`src/shared/tgpc_pkg.sv`:
```
// Shared constants and types of the timer global control block.
package tgpc_pkg;

  // ==========================================================================
  // Register byte offsets
  localparam logic [7:0] TGPC_ADDR_GCTL = 8'h00;
  localparam logic [7:0] TGPC_ADDR_HCTL = 8'h04;
  localparam logic [7:0] TGPC_ADDR_UCNT = 8'h08;
  localparam logic [7:0] TGPC_ADDR_UPRD = 8'h0C;
  localparam logic [7:0] TGPC_ADDR_LCNT = 8'h10;
  localparam logic [7:0] TGPC_ADDR_LPRD = 8'h14;
  localparam logic [7:0] TGPC_ADDR_STAT = 8'h18;

  // ==========================================================================
  // Field positions of the global control register
  localparam int TGPC_GCTL_LO_RUN = 0;
  localparam int TGPC_GCTL_HI_RUN = 1;
  localparam int TGPC_GCTL_MODE_LSB = 2;
  localparam int TGPC_GCTL_PSC_PER_LSB = 8;
  localparam int TGPC_GCTL_PSC_CNT_LSB = 12;

  // ==========================================================================
  // Field positions of the half control register
  localparam int TGPC_HCTL_UP_EN_LSB = 0;
  localparam int TGPC_HCTL_LO_EN_LSB = 2;
  localparam int TGPC_HCTL_PIN_USE = 4;

  // ==========================================================================
  // Reset values and the word transfer size
  localparam logic [3:0] TGPC_PSC_RST = 4'h0;
  localparam logic [31:0] TGPC_WORD_RST = 32'h0000_0000;
  localparam logic [2:0] TGPC_HSIZE_WORD = 3'h2;

  // ==========================================================================
  // Operating modes and enable modes
  typedef enum logic [1:0] {
    TGPC_MODE_GP64 = 2'b00,
    TGPC_MODE_UNCH = 2'b01,
    TGPC_MODE_WDOG = 2'b10,
    TGPC_MODE_CHAIN = 2'b11
  } tgpc_mode_t;

  localparam logic [1:0] TGPC_EN_OFF = 2'h0;
  localparam logic [1:0] TGPC_EN_ONCE = 2'h1;

  // ==========================================================================
  // Bus slave states, Gray coded along idle, read wait, read done
  typedef enum logic [1:0] {
    TGPC_ST_IDLE = 2'b00,
    TGPC_ST_RWAIT = 2'b01,
    TGPC_ST_RDONE = 2'b11,
    TGPC_ST_WR = 2'b10
  } tgpc_bus_state_t;

endpackage

```
`src/core/tgpc_ahb_slave.sv`:
```
// AHB-Lite slave front end of the timer global control block.
`timescale 1ns/1ns
module tgpc_ahb_slave
  import tgpc_pkg::*;
(
  input wire logic sys_clk,
  input wire logic rst,
  input wire logic hsel,
  input wire logic [31:0] haddr,
  input wire logic [1:0] htrans,
  input wire logic hwrite,
  input wire logic [2:0] hsize,
  input wire logic [31:0] hwdata,
  input wire logic hready,
  output logic hreadyout,
  output logic hresp,
  output logic [31:0] hrdata,
  output logic wr_en,
  output logic [7:0] wr_addr,
  output logic [31:0] wr_data,
  output logic [7:0] rd_addr,
  input wire logic [31:0] rd_data
);

  typedef struct packed {
    tgpc_bus_state_t st;
    logic [7:0] addr;
    logic [31:0] rdata;
  } tgpc_bus_reg_t;

  tgpc_bus_reg_t s_reg;
  tgpc_bus_reg_t s_next;
  logic take;

  // ==========================================================================
  // Address phase capture; reads add one wait state so writes just made show.
  always_comb
  begin
    s_next = s_reg;
    take = hsel && htrans[1] && hready;
    case (s_reg.st)
      TGPC_ST_RWAIT:
      begin
        s_next.rdata = rd_data;
        s_next.st = TGPC_ST_RDONE;
      end
      TGPC_ST_IDLE, TGPC_ST_RDONE, TGPC_ST_WR:
      begin
        s_next.st = TGPC_ST_IDLE;
        if (take)
        begin
          s_next.addr = haddr[7:0];
          if (!hwrite)
            s_next.st = TGPC_ST_RWAIT;
          else if (hsize == TGPC_HSIZE_WORD)
            s_next.st = TGPC_ST_WR;
        end
      end
      default: s_next.st = TGPC_ST_IDLE;
    endcase
  end

  // State register.
  always_ff @(posedge sys_clk)
  begin
    if (rst)
      s_reg <= '{TGPC_ST_IDLE, 8'h00, TGPC_WORD_RST};
    else
      s_reg <= s_next;
  end

  // Bus answers and the write strobe of the data phase.
  assign hreadyout = (s_reg.st != TGPC_ST_RWAIT);
  assign hresp = 1'b0;
  assign hrdata = s_reg.rdata;
  assign wr_en = (s_reg.st == TGPC_ST_WR);
  assign wr_addr = s_reg.addr;
  assign wr_data = hwdata;
  assign rd_addr = s_reg.addr;

endmodule

```
`src/core/tgpc_upper_half.sv`:
```
// Upper 32-bit half: prescale counter and upper count register.
`timescale 1ns/1ns
module tgpc_upper_half
  import tgpc_pkg::*;
(
  input wire logic sys_clk,
  input wire logic rst,
  input wire logic run,
  input wire logic unchained,
  input wire logic carry_in,
  input wire logic [1:0] en_mode,
  input wire logic [3:0] psc_period,
  input wire logic [31:0] period,
  input wire logic cnt_wr,
  input wire logic [31:0] cnt_wdata,
  output logic [3:0] psc_count,
  output logic [31:0] count,
  output logic status,
  output logic oneshot_done
);

  typedef struct packed {
    logic [3:0] psc;
    logic tick;
    logic [31:0] cnt;
    logic stat;
  } tgpc_upper_reg_t;

  tgpc_upper_reg_t u_reg;
  tgpc_upper_reg_t u_next;
  logic en;
  logic adv;
  logic done;

  // ==========================================================================
  // Prescaler paces the count in unchained mode; other modes use the carry.
  always_comb
  begin
    u_next = u_reg;
    en = run && (en_mode != TGPC_EN_OFF);
    adv = unchained ? u_reg.tick : carry_in;
    done = en && (en_mode == TGPC_EN_ONCE) && (u_reg.cnt == period);
    if (!run)
    begin
      u_next.psc = TGPC_PSC_RST;
      u_next.tick = 1'b0;
      u_next.stat = 1'b0;
    end
    else if (en && unchained)
    begin
      u_next.psc = (u_reg.psc == psc_period) ? TGPC_PSC_RST : u_reg.psc + 4'h1;
      u_next.tick = (u_reg.psc == psc_period);
      u_next.stat = (u_reg.cnt == period);
    end
    else
    begin
      u_next.psc = TGPC_PSC_RST;
      u_next.tick = 1'b0;
      u_next.stat = en && (u_reg.cnt == period);
    end
    if (en && adv && !done)
      u_next.cnt = (u_reg.cnt == period) ? TGPC_WORD_RST : u_reg.cnt + 32'h1;
    if (cnt_wr)
      u_next.cnt = cnt_wdata;
  end

  // State register; the count keeps its value through a half reset.
  always_ff @(posedge sys_clk)
  begin
    if (rst)
      u_reg <= '{TGPC_PSC_RST, 1'b0, TGPC_WORD_RST, 1'b0};
    else
      u_reg <= u_next;
  end

  assign psc_count = u_reg.psc;
  assign count = u_reg.cnt;
  assign status = u_reg.stat;
  assign oneshot_done = done;
endmodule

```
`src/core/tgpc_top.sv`:
```
// Timer global control: mode decode, half run controls, upper prescaler.
//
// Behaviour
// - Global control bits 31..16 read as zero; writes to them are ignored.
// - Global control bits 7..4 are read-only and read as zero.
// - A 4-bit upper prescale counter exists for unchained mode, zero after reset.
// - While the upper half is enabled in unchained mode, the prescale counter steps every cycle; other modes hold it at zero.
// - Upper count steps on the cycle after prescale counter equals prescale period.
// - After reaching the prescale period, the prescale counter restarts from zero.
// - In single-run mode the upper half stops when count equals period.
// - In continuous mode the upper count clears the cycle after matching period.
// - A 4-bit writable upper prescale period, zero after reset, for unchained mode.
// - Mode 00b means 64-bit general purpose; mode 10b means 64-bit watchdog.
// - Mode 01b runs two independent halves; mode 11b runs two chained halves.
// - While the watchdog is active, run bit changes have no effect.
// - Upper run bit zero holds upper half reset, clears status, keeps count.
// - Lower run bit zero clears status, floats the pin, keeps count.
// - Upper run bit one releases the upper half to operate.
// - Lower run bit one releases the lower half to operate.
// - The lower pin follows the lower output status when used as timer output.
//
// The address map and the AHB-Lite slave port were decided locally.
`timescale 1ns/1ns
module tgpc_top
  import tgpc_pkg::*;
(
  input wire logic sys_clk,
  input wire logic rst,
  input wire logic hsel,
  input wire logic [31:0] haddr,
  input wire logic [1:0] htrans,
  input wire logic hwrite,
  input wire logic [2:0] hsize,
  input wire logic [31:0] hwdata,
  input wire logic hready,
  output logic hreadyout,
  output logic hresp,
  output logic [31:0] hrdata,
  input wire logic wdog_active,
  output logic mode_gp64,
  output logic mode_dual_unchained,
  output logic mode_wdog64,
  output logic mode_dual_chained,
  output logic upper_half_run,
  output logic lower_half_run,
  output logic upper_output_status,
  output logic lower_output_status,
  output logic lower_timer_pin_out,
  output logic lower_timer_pin_oe
);

  // ==========================================================================
  // State of the block
  typedef struct packed {
    logic [3:0] psc_per;
    tgpc_mode_t mode;
    logic hi_run;
    logic lo_run;
    logic [1:0] up_en;
    logic [1:0] lo_en;
    logic pin_use;
    logic [31:0] up_prd;
    logic [31:0] lo_cnt;
    logic [31:0] lo_prd;
    logic lo_stat;
  } tgpc_main_reg_t;

  tgpc_main_reg_t m_reg;
  tgpc_main_reg_t m_next;

  logic wr_en;
  logic [7:0] wr_addr;
  logic [31:0] wr_data;
  logic [7:0] rd_addr;
  logic [31:0] rd_data;
  logic [3:0] up_psc;
  logic [31:0] up_cnt;
  logic up_stat;
  logic up_done;
  logic up_cnt_wr;
  logic lo_on;
  logic lo_done;
  logic lo_carry;
  logic unch;

  // ==========================================================================
  // Bus slave
  tgpc_ahb_slave u_bus (
    .sys_clk(sys_clk),
    .rst(rst),
    .hsel(hsel),
    .haddr(haddr),
    .htrans(htrans),
    .hwrite(hwrite),
    .hsize(hsize),
    .hwdata(hwdata),
    .hready(hready),
    .hreadyout(hreadyout),
    .hresp(hresp),
    .hrdata(hrdata),
    .wr_en(wr_en),
    .wr_addr(wr_addr),
    .wr_data(wr_data),
    .rd_addr(rd_addr),
    .rd_data(rd_data)
  );

  // ==========================================================================
  // Upper half
  tgpc_upper_half u_upper (
    .sys_clk(sys_clk),
    .rst(rst),
    .run(m_reg.hi_run),
    .unchained(unch),
    .carry_in(lo_carry),
    .en_mode(m_reg.up_en),
    .psc_period(m_reg.psc_per),
    .period(m_reg.up_prd),
    .cnt_wr(up_cnt_wr),
    .cnt_wdata(wr_data),
    .psc_count(up_psc),
    .count(up_cnt),
    .status(up_stat),
    .oneshot_done(up_done)
  );

  // ==========================================================================
  // Lower half control terms; its carry paces the upper half when chained.
  assign unch = (m_reg.mode == TGPC_MODE_UNCH);
  assign lo_on = m_reg.lo_run && (m_reg.lo_en != TGPC_EN_OFF);
  assign lo_done = lo_on && (m_reg.lo_en == TGPC_EN_ONCE) && (m_reg.lo_cnt == m_reg.lo_prd);
  assign lo_carry = lo_on && !lo_done && (m_reg.lo_cnt == m_reg.lo_prd);
  assign up_cnt_wr = wr_en && (wr_addr == TGPC_ADDR_UCNT);

  // ==========================================================================
  // Next state: lower counting, one-shot stops, then software writes.
  always_comb
  begin
    m_next = m_reg;
    if (!m_reg.lo_run)
      m_next.lo_stat = 1'b0;
    else
      m_next.lo_stat = lo_on && (m_reg.lo_cnt == m_reg.lo_prd);
    if (lo_on && !lo_done)
      m_next.lo_cnt = lo_carry ? TGPC_WORD_RST : m_reg.lo_cnt + 32'h1;
    if (lo_done)
      m_next.lo_en = TGPC_EN_OFF;
    if (up_done)
      m_next.up_en = TGPC_EN_OFF;
    if (wr_en)
    begin
      case (wr_addr)
        TGPC_ADDR_GCTL:
        begin
          m_next.psc_per = wr_data[TGPC_GCTL_PSC_PER_LSB +: 4];
          m_next.mode = tgpc_mode_t'(wr_data[TGPC_GCTL_MODE_LSB +: 2]);
          if (!wdog_active)
          begin
            m_next.hi_run = wr_data[TGPC_GCTL_HI_RUN];
            m_next.lo_run = wr_data[TGPC_GCTL_LO_RUN];
          end
        end
        TGPC_ADDR_HCTL:
        begin
          m_next.up_en = wr_data[TGPC_HCTL_UP_EN_LSB +: 2];
          m_next.lo_en = wr_data[TGPC_HCTL_LO_EN_LSB +: 2];
          m_next.pin_use = wr_data[TGPC_HCTL_PIN_USE];
        end
        TGPC_ADDR_UPRD: m_next.up_prd = wr_data;
        TGPC_ADDR_LCNT: m_next.lo_cnt = wr_data;
        TGPC_ADDR_LPRD: m_next.lo_prd = wr_data;
        default: m_next.lo_prd = m_next.lo_prd;
      endcase
    end
  end

  // State register.
  always_ff @(posedge sys_clk)
  begin
    if (rst)
    begin
      m_reg <= '{TGPC_PSC_RST, TGPC_MODE_GP64, 1'b0, 1'b0, TGPC_EN_OFF, TGPC_EN_OFF,
        1'b0, TGPC_WORD_RST, TGPC_WORD_RST, TGPC_WORD_RST, 1'b0};
    end
    else
      m_reg <= m_next;
  end

  // ==========================================================================
  // Read multiplexer; unmapped offsets read as zero.
  always_comb
  begin
    rd_data = TGPC_WORD_RST;
    case (rd_addr)
      TGPC_ADDR_GCTL:
        rd_data = {16'h0000, up_psc, m_reg.psc_per, 4'h0, m_reg.mode,
          m_reg.hi_run, m_reg.lo_run};
      TGPC_ADDR_HCTL: rd_data = {27'h0, m_reg.pin_use, m_reg.lo_en, m_reg.up_en};
      TGPC_ADDR_UCNT: rd_data = up_cnt;
      TGPC_ADDR_UPRD: rd_data = m_reg.up_prd;
      TGPC_ADDR_LCNT: rd_data = m_reg.lo_cnt;
      TGPC_ADDR_LPRD: rd_data = m_reg.lo_prd;
      TGPC_ADDR_STAT: rd_data = {30'h0, up_stat, m_reg.lo_stat};
      default: rd_data = TGPC_WORD_RST;
    endcase
  end

  // ==========================================================================
  // Mode decode, run levels, status and the lower pin.
  assign mode_gp64 = (m_reg.mode == TGPC_MODE_GP64);
  assign mode_wdog64 = (m_reg.mode == TGPC_MODE_WDOG);
  assign mode_dual_unchained = unch;
  assign mode_dual_chained = (m_reg.mode == TGPC_MODE_CHAIN);
  assign upper_half_run = m_reg.hi_run;
  assign lower_half_run = m_reg.lo_run;
  assign upper_output_status = up_stat;
  assign lower_output_status = m_reg.lo_stat;
  assign lower_timer_pin_out = m_reg.lo_stat;
  assign lower_timer_pin_oe = m_reg.lo_run && m_reg.pin_use;
endmodule

```
`config.mk`:
```
export PLATFORM = sky130hd
export DESIGN_NAME = tgpc_top
export DESIGN_NICKNAME = d
export VERILOG_FILES = /design/src/shared/tgpc_pkg.sv /design/src/core/tgpc_ahb_slave.sv /design/src/core/tgpc_upper_half.sv /design/src/core/tgpc_top.sv
export SDC_FILE = /design/constraint.sdc
export NUM_CORES = 1
export LEC_CHECK = 0
export BUFFER_PORTS_ARGS = -buffer_cell sky130_fd_sc_hd__buf_2
export CAP_MARGIN = 20
export CORE_ASPECT_RATIO = 1.4
export CORE_MARGIN = 5
export CORE_UTILIZATION = 46
export CTS_BUF_LIST = sky130_fd_sc_hd__clkbuf_8 sky130_fd_sc_hd__clkbuf_16
export CTS_CLUSTER_SIZE = 40
export DETAILED_ROUTE_END_ITERATION = 8
export PLACE_DENSITY = 0.64
export SLEW_MARGIN = 10
export SYNTH_ARGS = -nofsm -noshare
export SYNTH_HDL_FRONTEND = slang
export SYNTH_HIERARCHICAL = 1
export SYNTH_SLANG_ARGS = --single-unit
```
`constraint.sdc`:
```
create_clock -name sys_clk -period 3.3 [get_ports sys_clk]
set_input_delay 0.165 -clock sys_clk [delete_from_list [all_inputs] [get_ports sys_clk]]
set_output_delay 0.165 -clock sys_clk [all_outputs]
set_load 0.05 [all_outputs]
```
==> flow_metrics.env <==
export IMPL_finClkSkew_ns=0.01026
export IMPL_largest_reg_flops=107
export IMPL_yosys_area_top_type_share_pct=33.96
export IMPL_synth_seq_cells=190
export IMPL_cts_buffers=17
export IMPL_cp_slowest_cell="dfxtp_1"
export IMPL_path_clk_slew_ns=0.07
export IMPL_crit_type="reg -> reg"
export IMPL_outcome="finished clean"
export IMPL_path_max_fanout=6
export IMPL_r2r_slack_ns=0.27
export IMPL_cts_setup_buffers=0
export IMPL_p_switching_uw=1125
export IMPL_gp_congestion=0.9482
export IMPL_start_util_pct=46.72
export IMPL_async_flop_share_pct=0
export IMPL_syn_to_final_growth_pct=5.920
export IMPL_yosysUniqueCellTypes=85
export IMPL_ios=119
export IMPL_drt_wl_total_mm=34.66
export IMPL_root_buffer="clkbuf_16"
export IMPL_synthSimpleGateAreaFrac_pct=23.03
export IMPL_antenna_found_initial=0
export IMPL_fmax_mhz=329.9
export IMPL_tightest_slew_ns=0.9896
export IMPL_hold_viol_final=0
export IMPL_crit_path_start_kind="flop"
export IMPL_hp_class="in -> reg"
export IMPL_synthesis_area_um2=11200
export IMPL_num_rows=67
export IMPL_worstPathCellList="xnor2_1 > buf_4 > nand4_1 > nor4_2 > buf_4 > nand2_2 > nor3_2 > mux2i_1 > nor2b_1 > o21ai_0 > buf_4 > or3_1 > a211o_1 > a31oi_1"
export IMPL_dpl_cell_count=1668
export IMPL_grt_max_degree=80
export IMPL_maxCapViolations=0
export IMPL_dr_pass1_iters=8
export IMPL_wl_per_cell_um=20.26
export IMPL_worstHoldStart="hwrite"
export IMPL_timing_rr_end="u_upper/count[31]$_SDFFE_PP0P_"
export IMPL_final_common_cell="nand2_1"
export IMPL_met1_usage_pct=32.24
export IMPL_synthAdderAreaFrac_pct=0.3351
export IMPL_core_area_um2=23980
export IMPL_yosysWarnings=6
export IMPL_power_switching_share_pct=23.68
export IMPL_seqPwrFrac_pct=48.6
export IMPL_track_usage_pct=24.59
export IMPL_met3_usage_pct=3.589
export IMPL_clkLatencyLatePin_ns=0.45
export IMPL_fp_dieH_um=194.6
export IMPL_finalMaxSlewViolations=0
export IMPL_cts_sinks=190
export IMPL_slew_headroom_pct=33.78
export IMPL_drt_iter0_markers=1170
export IMPL_ys_seq_area_share_pct=33.96
export IMPL_ir_drop_v=0.0003882
export IMPL_leakage_uw=0.004298
export IMPL_crit_required_ns=3.67
export IMPL_ys_flop_type="dfxtp_1"
export IMPL_pwr_share_clk_pct=46.2
export IMPL_num_vias=10060
export IMPL_cp_slowest_stage_delay_ns=0.40
export IMPL_holdPathEnd="u_bus/s_reg[40]$_SDFF_PP0_"
export IMPL_setup_viol=0
export IMPL_synth_largest_area_cell="dfxtp_1"
export IMPL_end_kind="flop"
export IMPL_finalCriticalPeriod_ns=3.031
export IMPL_antenna_cells=0
export IMPL_syn_nets=1514
export IMPL_crit_arrival_ns=3.40
export IMPL_post_dp_hpwl_mm=25.10
export IMPL_p_per_area_nw_per_um2=400.6
export IMPL_grt_util_met2_pct=39.80
export IMPL_p_int_uw=3628
export IMPL_drtAntennaViolNets=0
export IMPL_top_usage_layer="met2"
export IMPL_critPathTopFamily="simple AND/OR/NAND/NOR gates"
export IMPL_fin_cells=1711
export IMPL_die_area_um2=27620
export IMPL_synth_edff_count=0
export IMPL_synth_top_family_by_area="simple AND/OR/NAND/NOR gates"
export IMPL_cts_buffer_depth=2
export IMPL_overflow=0
export IMPL_setup_tns_ns=0
export IMPL_hold_path_depth=3
export IMPL_rsz0062_at_grt="false"
export IMPL_vias_per_cell=5.881
export IMPL_synthMuxAreaShare_pct=1.809
export IMPL_r2r_start="m_reg[57]$_SDFF_PP0_"
export IMPL_critPathBufInv=3
export IMPL_mostFrequentLayoutCells="322 x nand2_1, 190 x dfxtp_1, 135 x a21oi_1"
export IMPL_drive_above_1_share_pct=16.06
export IMPL_synth_area_top_cells="dfxtp_1 34%, nand2_1 11%, buf_4 8.0%"
export IMPL_io_buffer_count=92
export IMPL_synth_xor_area_share_pct=7.886
export IMPL_syn_inst=1436
export IMPL_grt_first_pass_wirelength_mm=53.72
export IMPL_drc=0
export IMPL_cp_common_cell="buf_4"
export IMPL_post_route_period_util_pct=91.85
export IMPL_syn_avg_cell_area_um2=7.801
export IMPL_fillerInstances=2432
export IMPL_p_comb_share_pct=5.2
export IMPL_grt_pass1_vias=9532
export IMPL_cts_tree="built"
export IMPL_reg2regPathDepth=14
export IMPL_die_width_um=141.9
export IMPL_htree_levels=4
export IMPL_synth_compound_area_share_pct=19.87
export IMPL_layout_nets=1466
## area by class of cell
| class | count | area, um2 | area share [%] |
|---|---|---|---|
| Multi-Input combinational cell | 1002 | 5981 | 50.41 |
| Inverter | 23 | 86.33 | 0.7276 |
| Tap cell | 310 | 387.9 | 3.269 |
| Sequential cell | 190 | 3804 | 32.06 |
| Clock inverter | 12 | 158.9 | 1.339 |
| Timing Repair Buffer | 154 | 980.9 | 8.267 |
| Clock buffer | 20 | 466.7 | 3.933 |
## worst max-delay path by stage
stage | startpoint | endpoint | slack (ns) | depth (start not counted)
CTS | m_reg[45]$_SDFF_PP0_ | u_upper/count[6]$_SDFFE_PP0P_ | 0.14 | 11
finish | m_reg[57]$_SDFF_PP0_ | u_upper/count[31]$_SDFFE_PP0P_ | 0.27 | 14
detailed placement | m_reg[26]$_SDFFE_PP0P_ | u_upper/count[6]$_SDFFE_PP0P_ | 0.19 | 12
global route | m_reg[57]$_SDFF_PP0_ | u_upper/count[15]$_SDFFE_PP0P_ | 0.03 | 15
floorplan | m_reg[38]$_SDFF_PP0_ | u_upper/count[6]$_SDFFE_PP0P_ | 0.52 | 12
global placement | m_reg[45]$_SDFF_PP0_ | u_upper/count[15]$_SDFFE_PP0P_ | 0.14 | 13
## power by group through the flow
stage / Combinational, uW / Sequential, uW / Clock, uW
finish: 248 / 2310 / 2200
global route: 262 / 2310 / 2310
CTS: 244 / 2310 / 2220
detailed placement: 233 / 2360 / 0
global placement: 232 / 2360 / 0
floorplan: 170 / 2360 / 0
## per-layer routing
| metal | routed length, um | share of wire (%) |
|---|---|---|
| met5 | 0 | 0 |
| met4 | 1426 | 4.1 |
| met3 | 2462 | 7.1 |
| met2 | 16260 | 47 |
| met1 | 14510 | 42 |
## cell usage after synthesis (5+ instances only)
cell       count
nand2_1      322
dfxtp_1      190
a21oi_1      135
buf_4        120
clkbuf_1      61
xor2_1        60
nor2_1        59
o21ai_0       45
xnor2_1       39
o21ai_1       30
a222oi_1      29
buf_2         28
nand4_1       22
inv_1         21
nand3_1       21
nor3_1        19
mux2i_1       18
nor4_1        17
a31oi_1       10
o2111ai_1     10
and2_1         9
buf_6          8
o22ai_1        8
a211oi_1       7
a22o_1         7
and3_1         7
and4_1         7
nand3b_1       7
o211ai_1       7
or3b_1         7
nor2b_1        6
o2111ai_2      6
nor3b_1        5
## through the flow
| stage | utilization [%] | setup WS (ns) | total power (uW) | hold WS (ns) | cell area [um2] |
|---|---|---|---|---|---|
| 2_1_floorplan | - | 0.5220 | 2525 | 0.3421 | 11200 |
| 3_5_place_dp | 46.36 | 0.1858 | 2595 | 0.4363 | 11120 |
| 3_3_place_gp | 46.36 | 0.1441 | 2594 | 0.4364 | 11120 |
| 4_1_cts | 49.43 | 0.1399 | 4774 | 0.0001874 | 11850 |
| 5_1_grt | 49.49 | 0.02644 | 4886 | 0.02059 | 11870 |
| 6_report | 49.49 | 0.2689 | 4753 | 0.01311 | 11870 |
## worst min-delay path, stage by stage
cell    delay [ns]
buf_2         0.10
o21a_1        0.12
nor2_1        0.03
## kinds of logic (layout without fill, tap and decap cells)
kind of cell / count (synthesis) / count (layout)
AO/OA/AOI/OAI: 336 / 336
XOR/XNOR: 100 / 100
adder cells (fa/ha/maj): 3 / 3
buffers and inverters: 244 / 209
flip-flops: 190 / 190
multiplexers: 20 / 20
other: 1 / 1
AND/OR/NAND/NOR: 542 / 542
## what timing repair did
item                                   4_1_cts  5_1_grt
resized for setup                            0        2
hold buffers                                11        0
endpoints found under the hold margin       26        0
setup endpoints to repair                    0       12
(Power assumes the default switching activity.)
